### src/hdl/flash_read_pkg.sv
// constants, opcodes and state codes of the serial flash read path
// assumes a single 200 MHz clock domain; pins are synchronised inside the top
package flash_read_pkg;
	// opcodes
	localparam logic [7:0] CMD_READ_SLOW = 8'h03;
	localparam logic [7:0] CMD_READ_FAST = 8'h0B;
	localparam logic [7:0] CMD_READ_DUAL_OUT = 8'h3B;
	localparam logic [7:0] CMD_READ_DUAL_IO = 8'hBB;
	localparam logic [7:0] CMD_READ_QUAD_OUT = 8'h6B;
	localparam logic [7:0] CMD_READ_QUAD_IO = 8'hEB;
	localparam logic [7:0] CMD_MODE_RESET = 8'hFF;
	// array and data widths, fifo depth
	localparam int ARRAY_ADDR_W = 20;
	localparam int DATA_W = 8;
	localparam int FIFO_DEPTH = 8;
	// lane counts, clocks per phase
	localparam logic [2:0] LANES_1 = 3'h1;
	localparam logic [2:0] LANES_2 = 3'h2;
	localparam logic [2:0] LANES_4 = 3'h4;
	localparam logic [4:0] OPCODE_CLKS = 5'h08;
	localparam logic [4:0] ADDR_CLKS_X1 = 5'h18;
	localparam logic [4:0] ADDR_CLKS_X2 = 5'h0C;
	localparam logic [4:0] ADDR_CLKS_X4 = 5'h06;
	localparam logic [4:0] MODE_CLKS_X2 = 5'h04;
	localparam logic [4:0] MODE_CLKS_X4 = 5'h02;
	localparam logic [4:0] DUMMY_CLKS_NONE = 5'h00;
	localparam logic [4:0] DUMMY_CLKS_X1 = 5'h08;
	localparam logic [4:0] DUMMY_CLKS_QUAD_IO = 5'h04;
	// mode byte select value, reset value and underrun byte
	localparam logic [1:0] CONT_SELECT = 2'h2;
	localparam logic CONT_MODE_RESET = 1'b0;
	localparam logic [7:0] UNDERRUN_BYTE = 8'hFF;
	typedef enum logic [2:0] {
		ST_IDLE = 3'b000,
		ST_OPCODE = 3'b001,
		ST_ADDR = 3'b010,
		ST_MODE = 3'b011,
		ST_DUMMY = 3'b100,
		ST_DATA = 3'b101,
		ST_IGNORE = 3'b110
	} phase_t;
endpackage : flash_read_pkg

### src/hdl/serial_flash_read_path.sv
// read path of a serial flash target: spi pin front end, prefetch and fifo
// assumes the array port answers in order, one response per accepted request
`timescale 1ns/1ps

module byte_fifo #(
	parameter int WIDTH = 8,
	parameter int DEPTH = 8
) (
	// clock and reset
	input wire logic clk,
	input wire logic rst,
	input wire logic flush,
	// fill side
	input wire logic inValid,
	output logic inReady,
	input wire logic [WIDTH-1:0] inData,
	// drain side
	output logic outValid,
	input wire logic outReady,
	output logic [WIDTH-1:0] outData
);
	localparam int PW = $clog2(DEPTH);
	logic [WIDTH-1:0] mem_reg [DEPTH];
	logic [WIDTH-1:0] mem_next [DEPTH];
	logic [PW-1:0] wrPtr_reg, wrPtr_next, rdPtr_reg, rdPtr_next;
	logic [PW:0] count_reg, count_next;
	logic push, pop;

	// honest full and empty from the occupancy count
	assign inReady = (count_reg != (PW+1)'(DEPTH));
	assign outValid = (count_reg != '0);
	assign outData = mem_reg[rdPtr_reg];
	assign push = inValid & inReady;
	assign pop = outValid & outReady;

	// pointer and storage update; flush wins over a push in the same cycle
	always_comb begin
		mem_next = mem_reg;
		wrPtr_next = wrPtr_reg;
		rdPtr_next = rdPtr_reg;
		count_next = count_reg;
		if (flush) begin
			wrPtr_next = '0;
			rdPtr_next = '0;
			count_next = '0;
		end else begin
			if (push) begin
				mem_next[wrPtr_reg] = inData;
				wrPtr_next = (wrPtr_reg == PW'(DEPTH-1)) ? '0 : wrPtr_reg + 1'b1;
			end
			if (pop) begin
				rdPtr_next = (rdPtr_reg == PW'(DEPTH-1)) ? '0 : rdPtr_reg + 1'b1;
			end
			count_next = count_reg + (PW+1)'(push) - (PW+1)'(pop);
		end
	end

	always_ff @(posedge clk) begin
		if (rst) begin
			wrPtr_reg <= '0;
			rdPtr_reg <= '0;
			count_reg <= '0;
			for (int i = 0; i < DEPTH; i++) begin
				mem_reg[i] <= '0;
			end
		end else begin
			wrPtr_reg <= wrPtr_next;
			rdPtr_reg <= rdPtr_next;
			count_reg <= count_next;
			mem_reg <= mem_next;
		end
	end
endmodule : byte_fifo

module serial_flash_read_path
	import flash_read_pkg::*;
(
	// clock and reset
	input wire logic ref_clk,
	input wire logic rst,
	// spi pins, inputs asynchronous to ref_clk
	input wire logic csN,
	input wire logic sclk,
	input wire logic [3:0] ioIn,
	output logic [3:0] ioOut,
	output logic [3:0] ioOe,
	// status bit from the rest of the device
	input wire logic quadEnable,
	// array read request
	output logic memReqValid,
	input wire logic memReqReady,
	output logic [ARRAY_ADDR_W-1:0] memReqAddr,
	// array read response
	input wire logic memRspValid,
	output logic memRspReady,
	input wire logic [DATA_W-1:0] memRspData
);
	logic [5:0] syncA_reg, syncB_reg;
	logic sclkPrev_reg, csPrev_reg;
	logic csSync, sclkSync, sclkRise, sclkFall, csFall;
	logic [3:0] ioSync;

	phase_t state_reg, state_next;
	logic [2:0] addrLanes_reg, addrLanes_next, dataLanes_reg, dataLanes_next;
	logic hasMode_reg, hasMode_next;
	logic [4:0] dummyClks_reg, dummyClks_next, clkCnt_reg, clkCnt_next;
	logic [23:0] shift_reg, shift_next;
	logic contMode_reg, contMode_next, contQuad_reg, contQuad_next;
	logic [7:0] outByte_reg, outByte_next;
	logic [2:0] slot_reg, slot_next;
	logic [3:0] ioOut_reg, ioOut_next, ioOe_reg, ioOe_next;
	logic [ARRAY_ADDR_W-1:0] fetchAddr_reg, fetchAddr_next;
	logic fetchEn_reg, fetchEn_next, pending_reg, pending_next, stale_reg, stale_next;
	logic flush, pop;
	logic [4:0] phaseLen, cntInc;
	logic [23:0] shifted;
	logic [7:0] curByte;
	logic [2:0] lanesNow;

	logic fifoInReady, fifoOutValid;
	logic [DATA_W-1:0] fifoOutData;

	// shift new input bits in at the width of the current phase
	function automatic logic [23:0] shiftIn(input logic [23:0] s, input logic [2:0] lanes, input logic [3:0] io);
		logic [23:0] r;
		r = {s[22:0], io[0]};
		if (lanes == LANES_2) begin
			r = {s[21:0], io[1:0]};
		end else if (lanes == LANES_4) begin
			r = {s[19:0], io[3:0]};
		end
		return r;
	endfunction : shiftIn

	// two flops on every pin before anything looks at it
	always_ff @(posedge ref_clk) begin
		if (rst) begin
			syncA_reg <= 6'h3F;
			syncB_reg <= 6'h3F;
			sclkPrev_reg <= 1'b1;
			csPrev_reg <= 1'b1;
		end else begin
			syncA_reg <= {csN, sclk, ioIn};
			syncB_reg <= syncA_reg;
			sclkPrev_reg <= syncB_reg[4];
			csPrev_reg <= syncB_reg[5];
		end
	end

	// edges seen from the second stage only
	assign csSync = syncB_reg[5];
	assign sclkSync = syncB_reg[4];
	assign ioSync = syncB_reg[3:0];
	assign sclkRise = sclkSync & ~sclkPrev_reg;
	assign sclkFall = ~sclkSync & sclkPrev_reg;
	assign csFall = ~csSync & csPrev_reg;

	// clocks in the current phase
	always_comb begin
		phaseLen = OPCODE_CLKS;
		case (state_reg)
			ST_ADDR: begin
				phaseLen = (addrLanes_reg == LANES_4) ? ADDR_CLKS_X4 :
					(addrLanes_reg == LANES_2) ? ADDR_CLKS_X2 : ADDR_CLKS_X1;
			end
			ST_MODE: begin
				phaseLen = (addrLanes_reg == LANES_4) ? MODE_CLKS_X4 : MODE_CLKS_X2;
			end
			ST_DUMMY: phaseLen = dummyClks_reg;
			default: phaseLen = OPCODE_CLKS;
		endcase
	end

	assign lanesNow = (state_reg == ST_OPCODE) ? LANES_1 : addrLanes_reg;
	assign shifted = shiftIn(shift_reg, lanesNow, ioSync);
	assign cntInc = clkCnt_reg + 5'h01;
	// underrun shows a fixed byte; the array must keep up with the link
	assign curByte = (slot_reg == 3'h0) ? (fifoOutValid ? fifoOutData : UNDERRUN_BYTE) : outByte_reg;

	// command sequencer on link clock edges
	always_comb begin
		state_next = state_reg;
		addrLanes_next = addrLanes_reg;
		dataLanes_next = dataLanes_reg;
		hasMode_next = hasMode_reg;
		dummyClks_next = dummyClks_reg;
		clkCnt_next = clkCnt_reg;
		shift_next = shift_reg;
		contMode_next = contMode_reg;
		contQuad_next = contQuad_reg;
		outByte_next = outByte_reg;
		slot_next = slot_reg;
		ioOut_next = ioOut_reg;
		ioOe_next = ioOe_reg;
		fetchEn_next = fetchEn_reg;
		flush = 1'b0;
		pop = 1'b0;
		if (csSync) begin
			state_next = ST_IDLE;
			ioOe_next = 4'h0;
			ioOut_next = 4'h0;
			fetchEn_next = 1'b0;
			slot_next = 3'h0;
			clkCnt_next = 5'h00;
		end else if (csFall) begin
			clkCnt_next = 5'h00;
			slot_next = 3'h0;
			if (contMode_reg) begin
				addrLanes_next = contQuad_reg ? LANES_4 : LANES_2;
				dataLanes_next = contQuad_reg ? LANES_4 : LANES_2;
				hasMode_next = 1'b1;
				dummyClks_next = contQuad_reg ? DUMMY_CLKS_QUAD_IO : DUMMY_CLKS_NONE;
				state_next = (contQuad_reg && !quadEnable) ? ST_IGNORE : ST_ADDR;
			end else begin
				state_next = ST_OPCODE;
			end
		end else if (sclkRise) begin
			shift_next = shifted;
			clkCnt_next = cntInc;
			case (state_reg)
				ST_OPCODE: begin
					if (cntInc == phaseLen) begin
						clkCnt_next = 5'h00;
						state_next = ST_ADDR;
						hasMode_next = 1'b0;
						case (shifted[7:0])
							CMD_READ_SLOW: begin
								addrLanes_next = LANES_1;
								dataLanes_next = LANES_1;
								dummyClks_next = DUMMY_CLKS_NONE;
							end
							CMD_READ_FAST: begin
								addrLanes_next = LANES_1;
								dataLanes_next = LANES_1;
								dummyClks_next = DUMMY_CLKS_X1;
							end
							CMD_READ_DUAL_OUT: begin
								addrLanes_next = LANES_1;
								dataLanes_next = LANES_2;
								dummyClks_next = DUMMY_CLKS_X1;
							end
							CMD_READ_DUAL_IO: begin
								addrLanes_next = LANES_2;
								dataLanes_next = LANES_2;
								hasMode_next = 1'b1;
								dummyClks_next = DUMMY_CLKS_NONE;
							end
							CMD_READ_QUAD_OUT: begin
								addrLanes_next = LANES_1;
								dataLanes_next = LANES_4;
								dummyClks_next = DUMMY_CLKS_X1;
								state_next = quadEnable ? ST_ADDR : ST_IGNORE;
							end
							CMD_READ_QUAD_IO: begin
								addrLanes_next = LANES_4;
								dataLanes_next = LANES_4;
								hasMode_next = 1'b1;
								dummyClks_next = DUMMY_CLKS_QUAD_IO;
								state_next = quadEnable ? ST_ADDR : ST_IGNORE;
							end
							CMD_MODE_RESET: begin
								contMode_next = CONT_MODE_RESET;
								state_next = ST_IGNORE;
							end
							default: state_next = ST_IGNORE;
						endcase
					end
				end
				ST_ADDR: begin
					if (cntInc == phaseLen) begin
						clkCnt_next = 5'h00;
						// start prefetch at the new address
						flush = 1'b1;
						fetchEn_next = 1'b1;
						state_next = hasMode_reg ? ST_MODE :
							(dummyClks_reg != DUMMY_CLKS_NONE) ? ST_DUMMY : ST_DATA;
					end
				end
				ST_MODE: begin
					if (cntInc == phaseLen) begin
						clkCnt_next = 5'h00;
						contMode_next = (shifted[5:4] == CONT_SELECT);
						contQuad_next = (addrLanes_reg == LANES_4);
						state_next = (dummyClks_reg != DUMMY_CLKS_NONE) ? ST_DUMMY : ST_DATA;
					end
				end
				ST_DUMMY: begin
					if (cntInc == phaseLen) begin
						clkCnt_next = 5'h00;
						state_next = ST_DATA;
					end
				end
				default: clkCnt_next = 5'h00;
			endcase
		end else if (sclkFall && state_reg == ST_DATA) begin
			pop = (slot_reg == 3'h0);
			case (dataLanes_reg)
				LANES_4: begin
					ioOut_next = curByte[7:4];
					ioOe_next = 4'hF;
					outByte_next = {curByte[3:0], 4'h0};
					slot_next = (slot_reg == 3'h1) ? 3'h0 : slot_reg + 3'h1;
				end
				LANES_2: begin
					// bit 7 high line, bit 6 low
					ioOut_next = {2'h0, curByte[7:6]};
					ioOe_next = 4'h3;
					outByte_next = {curByte[5:0], 2'h0};
					slot_next = (slot_reg == 3'h3) ? 3'h0 : slot_reg + 3'h1;
				end
				default: begin
					// msb first on the output line
					ioOut_next = {2'h0, curByte[7], 1'b0};
					ioOe_next = 4'h2;
					outByte_next = {curByte[6:0], 1'b0};
					slot_next = (slot_reg == 3'h7) ? 3'h0 : slot_reg + 3'h1;
				end
			endcase
		end
	end

	always_ff @(posedge ref_clk) begin
		if (rst) begin
			state_reg <= ST_IDLE;
			addrLanes_reg <= LANES_1;
			dataLanes_reg <= LANES_1;
			hasMode_reg <= 1'b0;
			dummyClks_reg <= DUMMY_CLKS_NONE;
			clkCnt_reg <= 5'h00;
			shift_reg <= 24'h000000;
			contMode_reg <= CONT_MODE_RESET;
			contQuad_reg <= 1'b0;
			outByte_reg <= 8'h00;
			slot_reg <= 3'h0;
			ioOut_reg <= 4'h0;
			ioOe_reg <= 4'h0;
			fetchEn_reg <= 1'b0;
		end else begin
			state_reg <= state_next;
			addrLanes_reg <= addrLanes_next;
			dataLanes_reg <= dataLanes_next;
			hasMode_reg <= hasMode_next;
			dummyClks_reg <= dummyClks_next;
			clkCnt_reg <= clkCnt_next;
			shift_reg <= shift_next;
			contMode_reg <= contMode_next;
			contQuad_reg <= contQuad_next;
			outByte_reg <= outByte_next;
			slot_reg <= slot_next;
			ioOut_reg <= ioOut_next;
			ioOe_reg <= ioOe_next;
			fetchEn_reg <= fetchEn_next;
		end
	end

	assign ioOut = ioOut_reg;
	assign ioOe = ioOe_reg;

	// prefetch: one request in flight, issued only while the fifo has room,
	// so a returning byte always fits and back-pressure reaches the array
	assign memReqValid = fetchEn_reg & ~pending_reg & fifoInReady & ~flush;
	assign memReqAddr = fetchAddr_reg;
	assign memRspReady = stale_reg | fifoInReady;

	always_comb begin
		fetchAddr_next = fetchAddr_reg;
		pending_next = pending_reg;
		stale_next = stale_reg;
		if (memRspValid && memRspReady) begin
			pending_next = 1'b0;
			stale_next = 1'b0;
		end
		if (flush) begin
			fetchAddr_next = shifted[ARRAY_ADDR_W-1:0];
			// a byte still on its way belongs to the old address
			stale_next = pending_reg & ~(memRspValid & memRspReady);
		end else if (memReqValid && memReqReady) begin
			fetchAddr_next = fetchAddr_reg + 1'b1;
			pending_next = 1'b1;
		end
	end

	always_ff @(posedge ref_clk) begin
		if (rst) begin
			fetchAddr_reg <= '0;
			pending_reg <= 1'b0;
			stale_reg <= 1'b0;
		end else begin
			fetchAddr_reg <= fetchAddr_next;
			pending_reg <= pending_next;
			stale_reg <= stale_next;
		end
	end

	// prefetched bytes wait here for the link
	byte_fifo #(
		.WIDTH(DATA_W),
		.DEPTH(FIFO_DEPTH)
	) prefetchFifo (
		.clk(ref_clk),
		.rst(rst),
		.flush(flush),
		.inValid(memRspValid & ~stale_reg),
		.inReady(fifoInReady),
		.inData(memRspData),
		.outValid(fifoOutValid),
		.outReady(pop),
		.outData(fifoOutData)
	);
endmodule : serial_flash_read_path

### config.mk
export PLATFORM = sky130hd
export DESIGN_NAME = serial_flash_read_path
export DESIGN_NICKNAME = d
export VERILOG_FILES = /design/src/hdl/flash_read_pkg.sv /design/src/hdl/serial_flash_read_path.sv
export SDC_FILE = /design/constraint.sdc
export NUM_CORES = 1
export LEC_CHECK = 0
export BUFFER_PORTS_ARGS = -buffer_cell sky130_fd_sc_hd__buf_2
export CAP_MARGIN = 20
export CELL_PAD_IN_SITES_DETAIL_PLACEMENT = 2
export CELL_PAD_IN_SITES_GLOBAL_PLACEMENT = 2
export CORE_MARGIN = 5
export CORE_UTILIZATION = 41
export DETAILED_ROUTE_END_ITERATION = 16
export PLACE_DENSITY = 0.87
export SLEW_MARGIN = 20
export SYNTH_ARGS = -nofsm -noshare
export SYNTH_HDL_FRONTEND = slang
export SYNTH_SLANG_ARGS = --single-unit
### constraint.sdc
create_clock -name ref_clk -period 6.7 [get_ports ref_clk]
set_clock_uncertainty 0.15 [all_clocks]
set_input_delay 1.34 -clock ref_clk [delete_from_list [all_inputs] [get_ports ref_clk]]
set_output_delay 1.34 -clock ref_clk [all_outputs]
set_load 0.02 [all_outputs]
=== After elaboration in Yosys (flattened, before gate mapping) ===
Cells that the tools add are included.

* Word-level logic and storage cells: 227
* Register bits after elaboration: 171
* Input port bits: 19

* Reduce and logical (&&, ||, !) cells: 44
* Bitwise gates (word level): 23
* $add $sub $neg: 7
* Multiplexer cells: 84
* Eq/ne operators: 34
* Order comparisons: 3

{| class="wikitable"
|+ Operators by type and width
! cell !! number
|-
| two-way mux 3 bit || 28
|-
| two-way mux 20 bit || 4
|-
| bitwise mux 64 bit || 1
|-
| two-way mux 5 bit || 9
|-
| two-way mux 8 bit || 5
|-
| case mux 5 bit (3 select lines) || 2
|-
| binary-select mux 8 bit (select 3 bit) || 1
|-
| demux 8 bit (select 3 bit) || 1
|-
| equality test 3 bit (second input constant) || 8
|-
| equality test 8 bit (second input constant) || 3
|-
| two-way mux 1 bit || 24
|-
| AND reduction 6 bit || 4
|-
| adder 20 x 1 -> 20 bit (second input constant) || 1
|-
| equality test 3 x 2 -> 1 bit (second input constant) || 6
|-
| case mux 3 bit (3 select lines) || 2
|-
| case mux 4 bit (2 select lines) || 2
|-
| case mux 8 bit (2 select lines) || 1
|-
| nonzero test 4 bit || 4
|-
| OR reduction 2 bit || 7
|-
| case mux 3 bit (2 select lines) || 2
|-
| case mux 3 bit (4 select lines) || 1
|-
| nonzero test 2 bit || 6
|-
| OR reduction 4 bit || 3
|-
| bitwise AND 1 bit || 11
|-
| other kinds (32) || 59
|}

=== Logic depth before layout (Yosys ltp) ===
Gate-level depths: netlist of the first run.

* Depth in word-level cells: 15
* Mapped depth: 13

=== Hierarchy ===
Synthesis of the first run repeated with hierarchy kept, for this count alone.

* Cells, all modules: 995
* Area, all modules: 8971.1 sq um

{| class="wikitable"
|+ By module, submodules not included
! module !! seq. area each (sq um) !! cells an instance !! times used !! area an instance (sq um)
|-
| serial_flash_read_path || 1841.8 || 666 || 1 || 5252.5
|-
| byte_fifo || 1481.4 || 329 || 1 || 3718.6
|}

=== Worst setup path after synthesis of the first run ===
OpenSTA, ideal clock, no wires.

* Path type: register to output
* Start point: reg clkCnt_reg[1]
* End point: out memReqValid
* Data required time: 5.210 ns
* Arrival: 2.371 ns
* Buffers on the path: 2
* Stages on the path, launching flop included: 10
* Slack: 2.839 ns
* Cells stage by stage: dfxtp_1 > ha_1 > nand3_1 > xnor2_1 > or4_1 > o22ai_1 > nand2b_1 > buf_2 > clkbuf_1 > and4b_1

* Cells in the longest elaborated chain, start to end: 9

{| class="wikitable"
|+ Ends and longest elaborated chain
! what !! line !! text
|-
| start, declared || serial_flash_read_path.sv:106 || <nowiki>logic [4:0] dummyClks_reg, dummyClks_next, clkCnt_reg, clkCnt_next;</nowiki>
|-
| start signal, assigned || serial_flash_read_path.sv:344 || <nowiki>clkCnt_reg <= clkCnt_next;</nowiki>
|-
| adder 5 x 1 -> 5 bit || serial_flash_read_path.sv:176 || <nowiki>assign cntInc = clkCnt_reg + 5'h01;</nowiki>
|-
| equality test 5 bit || serial_flash_read_path.sv:270 || <nowiki>if (cntInc == phaseLen) begin</nowiki>
|-
| two-way mux 1 bit || serial_flash_read_path.sv:270 ||
|-
| two-way mux 1 bit || serial_flash_read_path.sv:220 || <nowiki>case (state_reg)</nowiki>
|-
| two-way mux 1 bit || serial_flash_read_path.sv:217 || <nowiki>end else if (sclkRise) begin</nowiki>
|-
| two-way mux 1 bit || serial_flash_read_path.sv:205 || <nowiki>end else if (csFall) begin</nowiki>
|-
| two-way mux 1 bit || serial_flash_read_path.sv:198 || <nowiki>if (csSync) begin</nowiki>
|-
| inverter 1 bit (no line) || - ||
|-
| bitwise AND 1 bit || serial_flash_read_path.sv:361 || <nowiki>assign memReqValid = fetchEn_reg & ~pending_reg & fifoInReady & ~flush;</nowiki>
|-
| end, declared || serial_flash_read_path.sv:90 || <nowiki>output logic memReqValid,</nowiki>
|}

No other way between the ends.

=== Worst setup path in the final report of the first run ===
* Start point: reg addrLanes_reg[2]
* End point: out memReqValid

* Cells in the longest elaborated chain, start to end: 12

{| class="wikitable"
|+ Ends and longest elaborated chain
! what !! line !! text
|-
| start, declared || serial_flash_read_path.sv:104 || <nowiki>logic [2:0] addrLanes_reg, addrLanes_next, dataLanes_reg, dataLanes_next;</nowiki>
|-
| start signal, assigned || serial_flash_read_path.sv:340 || <nowiki>addrLanes_reg <= addrLanes_next;</nowiki>
|-
| equality test 3 x 2 -> 1 bit || serial_flash_read_path.sv:164 || <nowiki>(addrLanes_reg == LANES_2) ? ADDR_CLKS_X2 : ADDR_CLKS_X1;</nowiki>
|-
| two-way mux 5 bit || serial_flash_read_path.sv:164 ||
|-
| two-way mux 5 bit || serial_flash_read_path.sv:163 || <nowiki>phaseLen = (addrLanes_reg == LANES_4) ? ADDR_CLKS_X4 :</nowiki>
|-
| case mux 5 bit (3 select lines) * || serial_flash_read_path.sv:161 || <nowiki>case (state_reg)</nowiki>
|-
| equality test 5 bit * || serial_flash_read_path.sv:270 ||
|-
| two-way mux 1 bit * || serial_flash_read_path.sv:270 ||
|-
| two-way mux 1 bit * || serial_flash_read_path.sv:220 ||
|-
| two-way mux 1 bit * || serial_flash_read_path.sv:217 ||
|-
| two-way mux 1 bit * || serial_flash_read_path.sv:205 ||
|-
| two-way mux 1 bit * || serial_flash_read_path.sv:198 ||
|-
| inverter 1 bit (no line) * || - ||
|-
| bitwise AND 1 bit * || serial_flash_read_path.sv:361 ||
|}

Mark *: on every way between the ends. The rest lies on a longest branch, timed or not.

==> impl_metrics.xml, run 1 <==
<?xml version="1.0" encoding="UTF-8"?>
<metrics>
  <group name="cts">
    <metric name="ctsHtreeMaxLevel" unit="">4</metric>
    <metric name="cts_tree" unit="">built</metric>
    <metric name="cts.sinks" unit="">166</metric>
    <metric name="ctsResizeCount" unit="">0</metric>
    <metric name="post-cts-setup-buffers" unit="">0</metric>
    <metric name="cts_hold_repair.buffers" unit="">0</metric>
    <metric name="cts.clk_slew.worst_paths" unit="ns">0.07</metric>
    <metric name="worstSkewPairLatency" unit="ns">0.44</metric>
    <metric name="cts-root-buf" unit="">clkbuf_16</metric>
    <metric name="cts_buffer_depth" unit="">2</metric>
    <metric name="cts_buffers" unit="">17</metric>
  </group>
  <group name="yosys">
    <metric name="number_of_synthesized_flops_with_an_enable_pin" unit="">0</metric>
    <metric name="synth_flop_cell" unit="">dfxtp_1</metric>
    <metric name="syn_avg_cell_area" unit="um^2">8.93</metric>
    <metric name="postSynthNetCount" unit="">980</metric>
    <metric name="ys_seq_elements" unit="">166</metric>
    <metric name="synth-seq-area-share" unit="%">39.5</metric>
    <metric name="synth-async-reset-ratio" unit="%">0</metric>
    <metric name="synthesis.yosys.warnings" unit="">0</metric>
    <metric name="cells_after_synth" unit="">942</metric>
    <metric name="yosysUniqueCellTypes" unit="">76</metric>
    <metric name="post_synth_instance_area" unit="mm^2">0.00841</metric>
  </group>
  <group name="floorplan">
    <metric name="die-area" unit="mm^2">0.0235</metric>
    <metric name="initial_utilization" unit="%">41.6</metric>
    <metric name="chipHeight" unit="um">153</metric>
    <metric name="fp.dieW" unit="um">153</metric>
    <metric name="num_io_pins" unit="">49</metric>
    <metric name="core_area" unit="mm^2">0.0202</metric>
    <metric name="core.rowCount" unit="">52</metric>
  </group>
  <group name="power_and_ir_drop">
    <metric name="sw_frac_of_total" unit="%">29.0</metric>
    <metric name="power.internal" unit="W">0.00164</metric>
    <metric name="combinationalPowerShare" unit="%">10.8</metric>
    <metric name="power.density_cell_area" unit="mW/mm^2">246</metric>
    <metric name="leakage_power" unit="nW">3.79</metric>
    <metric name="power_switching" unit="W">0.000669</metric>
    <metric name="share_seq_of_total_power" unit="%">44.8</metric>
    <metric name="clkPwrFrac" unit="%">44.4</metric>
    <metric name="vdd_ir_drop_max" unit="mV">0.166</metric>
  </group>
  <group name="outcome">
    <metric name="status" unit="">complete, no violations</metric>
  </group>
  <group name="route">
    <metric name="vias" unit="">7400</metric>
    <metric name="avgRoutedWirePerCell" unit="um">23.1</metric>
    <metric name="detail_route.drc_violations" unit="">0</metric>
    <metric name="detail_route.vias_per_cell" unit="">5.93</metric>
    <metric name="detail_route.first_pass.iterations" unit="">5</metric>
    <metric name="starting_drc_count_in_detailed_routing" unit="">461</metric>
    <metric name="antenna_left" unit="">0</metric>
    <metric name="total_wirelength_of_the_detailed_routed_design" unit="um">28800</metric>
  </group>
  <group name="grt">
    <metric name="grt_start_max_net_pins" unit="">64</metric>
    <metric name="initial_antenna_violation_count" unit="">1</metric>
    <metric name="global_route_congestion_overflow_total" unit="">0</metric>
    <metric name="grt_pass1_vias" unit="">8337</metric>
    <metric name="grt_util_all_layers" unit="%">24.6</metric>
    <metric name="grt_first_pass_wirelength" unit="um">46300</metric>
  </group>
  <group name="worst_setup_path">
    <metric name="cp_max_fo" unit="">16</metric>
    <metric name="critical_path_arrival" unit="ns">3.03</metric>
    <metric name="critical_path.startpoint_type" unit="">register</metric>
    <metric name="critPathCaptureType" unit="">output port</metric>
    <metric name="worst_ep_required_time" unit="ns">5.21</metric>
    <metric name="timing_worst_setup_path_type" unit="">register to output port</metric>
  </group>
  <group name="min_path">
    <metric name="hold_class" unit="">register to register</metric>
  </group>
  <group name="layout">
    <metric name="antenna_cells" unit="">0</metric>
    <metric name="final_common_cell" unit="">dfxtp_1</metric>
    <metric name="flow.area_growth_from_synthesis" unit="%">11.6</metric>
    <metric name="layout_common_cells" unit="">166 x dfxtp_1, 141 x nand2_1, 87 x nor2_1</metric>
    <metric name="drive_above_1_share" unit="%">16.0</metric>
    <metric name="design.final.nets" unit="">1002</metric>
    <metric name="largest_reg_flops" unit="">64</metric>
    <metric name="final.fill_count" unit="">2202</metric>
    <metric name="post_layout_instance_area" unit="mm^2">0.00938</metric>
  </group>
  <group name="timing">
    <metric name="slew-limit-headroom" unit="%">29.0</metric>
    <metric name="timing.hold.ws" unit="ns">0.263</metric>
    <metric name="timing.final.crit_period" unit="ns">4.52</metric>
    <metric name="rsz0062_at_grt" unit="">no</metric>
    <metric name="timing_max_transition_violations_final" unit="">0</metric>
    <metric name="final-setup-viol-count" unit="">0</metric>
    <metric name="tightestPinTransition" unit="ns">1.06</metric>
    <metric name="finalHoldViolations" unit="">0</metric>
    <metric name="fmax" unit="GHz">0.221</metric>
    <metric name="fin_tns_setup" unit="ns">0</metric>
    <metric name="final_min_period_over_clock_period" unit="%">67.5</metric>
  </group>
  <group name="placed_design">
    <metric name="rd_place_congestion" unit="">0.828</metric>
    <metric name="placed_wire_length_estimate" unit="um">18600</metric>
    <metric name="port_buffers" unit="">48</metric>
    <metric name="placed_cell_area" unit="mm^2">0.00878</metric>
  </group>
  <group name="job">
    <metric name="number_of_maximum_capacitance_violations" unit="">0</metric>
  </group>
</metrics>
power by group through the flow:
stage | combinational (W) | clock (W) | sequential, W
floorplan | 0.000175 | 0 | 0.00104
global placement | 0.000225 | 0 | 0.00105
detailed placement | 0.000240 | 0 | 0.00105
CTS | 0.000250 | 0.00104 | 0.00103
global route | 0.000271 | 0.00108 | 0.00104
finish | 0.000250 | 0.00102 | 0.00103
synth_stat cells (5+ instances only):
master,count,area share (%)
dfxtp_1,166,40
nand2_1,141,6.3
nor2_1,87,3.9
mux2i_1,80,9.5
a21oi_1,50,3.0
clkbuf_1,35,1.6
nand3_1,35,2.1
o21ai_0,33,2.0
a211oi_1,29,2.6
inv_1,23,1.0
ha_1,18,2.7
mux4_2,16,4.3
or2_2,15,1.1
xor2_1,15,1.6
nor3_1,14,0.83
xnor2_1,13,1.4
nand4_1,12,0.89
and3_1,11,0.82
a22oi_1,8,0.71
a31oi_1,8,0.60
and2_1,8,0.60
nand2b_1,8,0.60
nor2b_1,6,0.45
buf_6,5,0.67
nor3b_1,5,0.45
logic make-up after synthesis:
family	share of synthesized area, %
AND/OR/NAND/NOR	22.4
XOR/XNOR	2.92
buffers and inverters	4.54
adder cells (fa/ha/maj)	2.92
flip-flops	39.5
AO/OA/AOI/OAI	13.6
multiplexers	14.1
worst paths after layout:
| check | endpoint | slack, ns | depth (start not counted) | start |
|---|---|---|---|---|
| worst min register to register | syncB_reg[1] | 0.26 | 1 | syncA_reg[1] |
| worst min-delay path | syncB_reg[1] | 0.26 | 1 | syncA_reg[1] |
| worst max-delay path | memReqValid | 2.18 | 7 | addrLanes_reg[2] |
| worst max register to register | prefetchFifo.mem_reg[10] | 2.76 | 8 | addrLanes_reg[2] |
per-layer routing:
| layer | global-route usage [%] | routed length (um) |
|---|---|---|
| met1 | 29.8 | 12300 |
| met2 | 43.9 | 14800 |
| met3 | 4.44 | 962 |
| met4 | 8.36 | 698 |
| met5 | 0 | 13 |
critical path, cell delays in order, from the launching register on:
cell and delay (ns):
dfxtp_1 0.40, nor3b_2 0.84, o22ai_1 0.20, xnor2_1 0.21
o22ai_1 0.44, nand2b_1 0.13, and4b_1 0.21, buf_2 0.15
per-stage QoR:
stage                     std cells  power, W  setup WS [ns]  util [%]
after floorplan                 942   0.00122           2.84         -
after global placement         1215   0.00128           2.76      43.4
after detailed placement       1215   0.00129           2.67      43.4
after CTS                      1247   0.00233           2.20      46.4
after global routing           1247   0.00239           1.94      46.4
final                          1247   0.00231           2.18      46.4
area by class of cell:
| class | count | area, um^2 | share of cell area [%] |
|---|---|---|---|
| well taps | 270 | 338 | 3.60 |
| multi-input cells | 696 | 4710 | 50.2 |
| repair buffers | 57 | 308 | 3.28 |
| flip-flops and latches | 166 | 3320 | 35.4 |
| inverters | 26 | 97.6 | 1.04 |
| clock inverters | 15 | 180 | 1.92 |
| clock buffers | 17 | 425 | 4.53 |
No activity file was read; power rests on OpenSTA's default activity.
==> run 2, diff against run 1 <==
--- a/config.mk
+++ b/config.mk
@@ -10,9 +10,9 @@
 export CELL_PAD_IN_SITES_DETAIL_PLACEMENT = 2
 export CELL_PAD_IN_SITES_GLOBAL_PLACEMENT = 2
 export CORE_MARGIN = 5
-export CORE_UTILIZATION = 41
+export CORE_UTILIZATION = 35
 export DETAILED_ROUTE_END_ITERATION = 16
-export PLACE_DENSITY = 0.87
+export PLACE_DENSITY = 0.8
 export SLEW_MARGIN = 20
 export SYNTH_ARGS = -nofsm -noshare
 export SYNTH_HDL_FRONTEND = slang
==> constraint.sdc (replaced) <==
create_clock -name ref_clk -period 3.6 [get_ports ref_clk]
set_clock_uncertainty 0.15 [all_clocks]
set_input_delay 0.72 -clock ref_clk [delete_from_list [all_inputs] [get_ports ref_clk]]
set_output_delay 0.72 -clock ref_clk [all_outputs]
set_load 0.02 [all_outputs]
==> impl_metrics.xml, run 2 (synthesis gave the netlist of run 1 again) <==
<?xml version="1.0" encoding="UTF-8"?>
<metrics>
  <group name="outcome">
    <metric name="status" unit="">complete, no violations</metric>
  </group>
  <group name="power_and_ir_drop">
    <metric name="power.density_cell_area" unit="mW/mm^2">444</metric>
    <metric name="vdd_ir_drop_max" unit="mV">0.238</metric>
    <metric name="leakage_power" unit="nW">3.89</metric>
  </group>
  <group name="worst_setup_path">
    <metric name="critical_path.startpoint_type" unit="">register</metric>
    <metric name="crit_cells" unit="">7</metric>
    <metric name="timing.critical_path.buf_inv" unit="">1</metric>
    <metric name="timing.reg2reg.worst_path_depth" unit="">7</metric>
    <metric name="timing.critical_path.slowest_stage_cell" unit="">or4_1</metric>
    <metric name="worst_ep_required_time" unit="ns">2.73</metric>
    <metric name="cp_max_fo" unit="">10</metric>
    <metric name="timing.critical_path.max_delay_family" unit="">simple AND/OR/NAND/NOR gates</metric>
    <metric name="reg2reg_to" unit="">dataLanes_reg[1]</metric>
    <metric name="endpoint" unit="">memReqValid</metric>
    <metric name="timing_worst_setup_path_type" unit="">register to output port</metric>
    <metric name="worstPathCellList" unit="">nor2b_4, nand2b_4, or4_1, o22ai_1, nand2b_1, and4b_1, buf_2</metric>
    <metric name="worst_setup_path_startpoint" unit="">state_reg[1]</metric>
    <metric name="r2r_setup_slack" unit="ns">0.25</metric>
    <metric name="critPathMaxStageDelay" unit="ns">0.54</metric>
    <metric name="r2r_start" unit="">state_reg[0]</metric>
    <metric name="critical_path_arrival" unit="ns">2.56</metric>
    <metric name="critPathCaptureType" unit="">output port</metric>
  </group>
  <group name="route">
    <metric name="detail_route.first_pass.iterations" unit="">5</metric>
    <metric name="antenna_left" unit="">0</metric>
    <metric name="total_wirelength_of_the_detailed_routed_design" unit="um">27900</metric>
    <metric name="vias" unit="">7390</metric>
    <metric name="starting_drc_count_in_detailed_routing" unit="">384</metric>
    <metric name="detail_route.vias_per_cell" unit="">5.60</metric>
    <metric name="avgRoutedWirePerCell" unit="um">21.2</metric>
    <metric name="detail_route.drc_violations" unit="">0</metric>
  </group>
  <group name="timing">
    <metric name="fin_tns_setup" unit="ns">0</metric>
    <metric name="timing.final.crit_period" unit="ns">3.43</metric>
    <metric name="rsz0062_at_grt" unit="">no</metric>
    <metric name="finalHoldViolations" unit="">0</metric>
    <metric name="final-setup-viol-count" unit="">0</metric>
    <metric name="slew-limit-headroom" unit="%">35.5</metric>
    <metric name="postLayoutSetupSlackWorst" unit="ns">0.175</metric>
    <metric name="tightestPinTransition" unit="ns">0.960</metric>
    <metric name="timing_max_transition_violations_final" unit="">0</metric>
    <metric name="fmax" unit="GHz">0.292</metric>
    <metric name="final_min_period_over_clock_period" unit="%">95.2</metric>
    <metric name="timing.hold.ws" unit="ns">0.266</metric>
  </group>
  <group name="cts">
    <metric name="cts_hold_repair.buffers" unit="">0</metric>
    <metric name="ctsHtreeMaxLevel" unit="">4</metric>
    <metric name="ctsResizeCount" unit="">0</metric>
    <metric name="cts-root-buf" unit="">clkbuf_16</metric>
    <metric name="worstSkewPairLatency" unit="ns">0.44</metric>
    <metric name="cts_buffer_depth" unit="">2</metric>
    <metric name="cts.sinks" unit="">166</metric>
    <metric name="post-cts-setup-buffers" unit="">0</metric>
    <metric name="cts.clk_slew.worst_paths" unit="ns">0.07</metric>
    <metric name="cts_tree" unit="">built</metric>
    <metric name="cts_buffers" unit="">17</metric>
  </group>
  <group name="placed_design">
    <metric name="port_buffers" unit="">48</metric>
    <metric name="rd_place_congestion" unit="">0.836</metric>
    <metric name="place_inst" unit="">1287</metric>
    <metric name="place_worst_setup_slack" unit="ns">0.380</metric>
    <metric name="placed_wire_length_estimate" unit="um">19300</metric>
  </group>
  <group name="min_path">
    <metric name="hold_class" unit="">register to register</metric>
  </group>
  <group name="floorplan">
    <metric name="core.rowCount" unit="">56</metric>
    <metric name="num_io_pins" unit="">49</metric>
    <metric name="core_area" unit="mm^2">0.0235</metric>
    <metric name="chipHeight" unit="um">165</metric>
    <metric name="fp.dieW" unit="um">165</metric>
    <metric name="initial_utilization" unit="%">35.7</metric>
    <metric name="die-area" unit="mm^2">0.0272</metric>
  </group>
  <group name="layout">
    <metric name="finalCoreUtilization" unit="%">40.9</metric>
    <metric name="largest_reg_flops" unit="">64</metric>
    <metric name="final_cell_count_no_fill" unit="">1319</metric>
    <metric name="drive_above_1_share" unit="%">18.1</metric>
    <metric name="flow.area_growth_from_synthesis" unit="%">14.4</metric>
    <metric name="layout_common_cells" unit="">165 x dfxtp_1, 141 x nand2_1, 87 x nor2_1</metric>
    <metric name="antenna_cells" unit="">0</metric>
    <metric name="design.final.nets" unit="">1025</metric>
    <metric name="final_common_cell" unit="">dfxtp_1</metric>
  </group>
  <group name="grt">
    <metric name="grt_first_pass_wirelength" unit="um">44900</metric>
    <metric name="grt_pass1_vias" unit="">8149</metric>
    <metric name="initial_antenna_violation_count" unit="">1</metric>
    <metric name="global_route_congestion_overflow_total" unit="">0</metric>
    <metric name="grt_util_all_layers" unit="%">21.1</metric>
    <metric name="grt_start_max_net_pins" unit="">39</metric>
  </group>
  <group name="job">
    <metric name="number_of_maximum_capacitance_violations" unit="">0</metric>
  </group>
</metrics>
==> run 2: cell types whose count changed in the layout (fill, tap and decap cells not counted) <==
cell and delta:
bufinv_16 -1, buf_4 +23, clkinv_4 -1, clkinvlp_4 +1, ha_2 +1, dfxtp_1 -1
ha_1 -1, clkinv_2 -1, inv_8 -1, dfxtp_2 +1, clkinv_8 +3
==> run 2: worst min-delay path by stage <==
stage / from / to / slack [ns] / cells after the start
after floorplan: syncA_reg[0] / syncB_reg[0] / 0.24 / 1
after global placement: syncA_reg[3] / syncB_reg[3] / 0.24 / 1
after detailed placement: syncA_reg[5] / syncB_reg[5] / 0.25 / 1
after CTS: syncA_reg[0] / syncB_reg[0] / 0.26 / 1
after global routing: syncA_reg[0] / syncB_reg[0] / 0.27 / 1
final: syncA_reg[0] / syncB_reg[0] / 0.27 / 1
==> run 2: power by group <==
group	switching [W]	leakage (nW)	total [W]	internal [W]
sequential	0.0000359	1.34	0.00192	0.00188
combinational	0.000311	2.26	0.000484	0.000173
clock	0.000925	0.287	0.00187	0.000941
total	0.00127	3.89	0.00427	0.00300
==> run 2: metrics by stage <==
step / total power (W) / cell area (um^2)
after global routing: 0.00443 / 9620
final: 0.00427 / 9620
after floorplan: 0.00227 / 8410
after CTS: 0.00431 / 9620
after global placement: 0.00239 / 9010
after detailed placement: 0.00242 / 9010
==> run 2: layout make-up <==
cell class | instances | area, um^2
fillers | 2644 | 13900
multi-input cells | 696 | 4710
flip-flops and latches | 166 | 3320
repair buffers | 80 | 480
clock buffers | 17 | 425
well taps | 319 | 399
clock inverters | 15 | 181
inverters | 26 | 97.6
==> run 2: layer usage <==
layer / wire length, um / global-route usage [%]
met1: 12800 / 27.2
met2: 13700 / 35.5
met3: 879 / 3.87
met4: 559 / 6.92
met5: 7 / 0
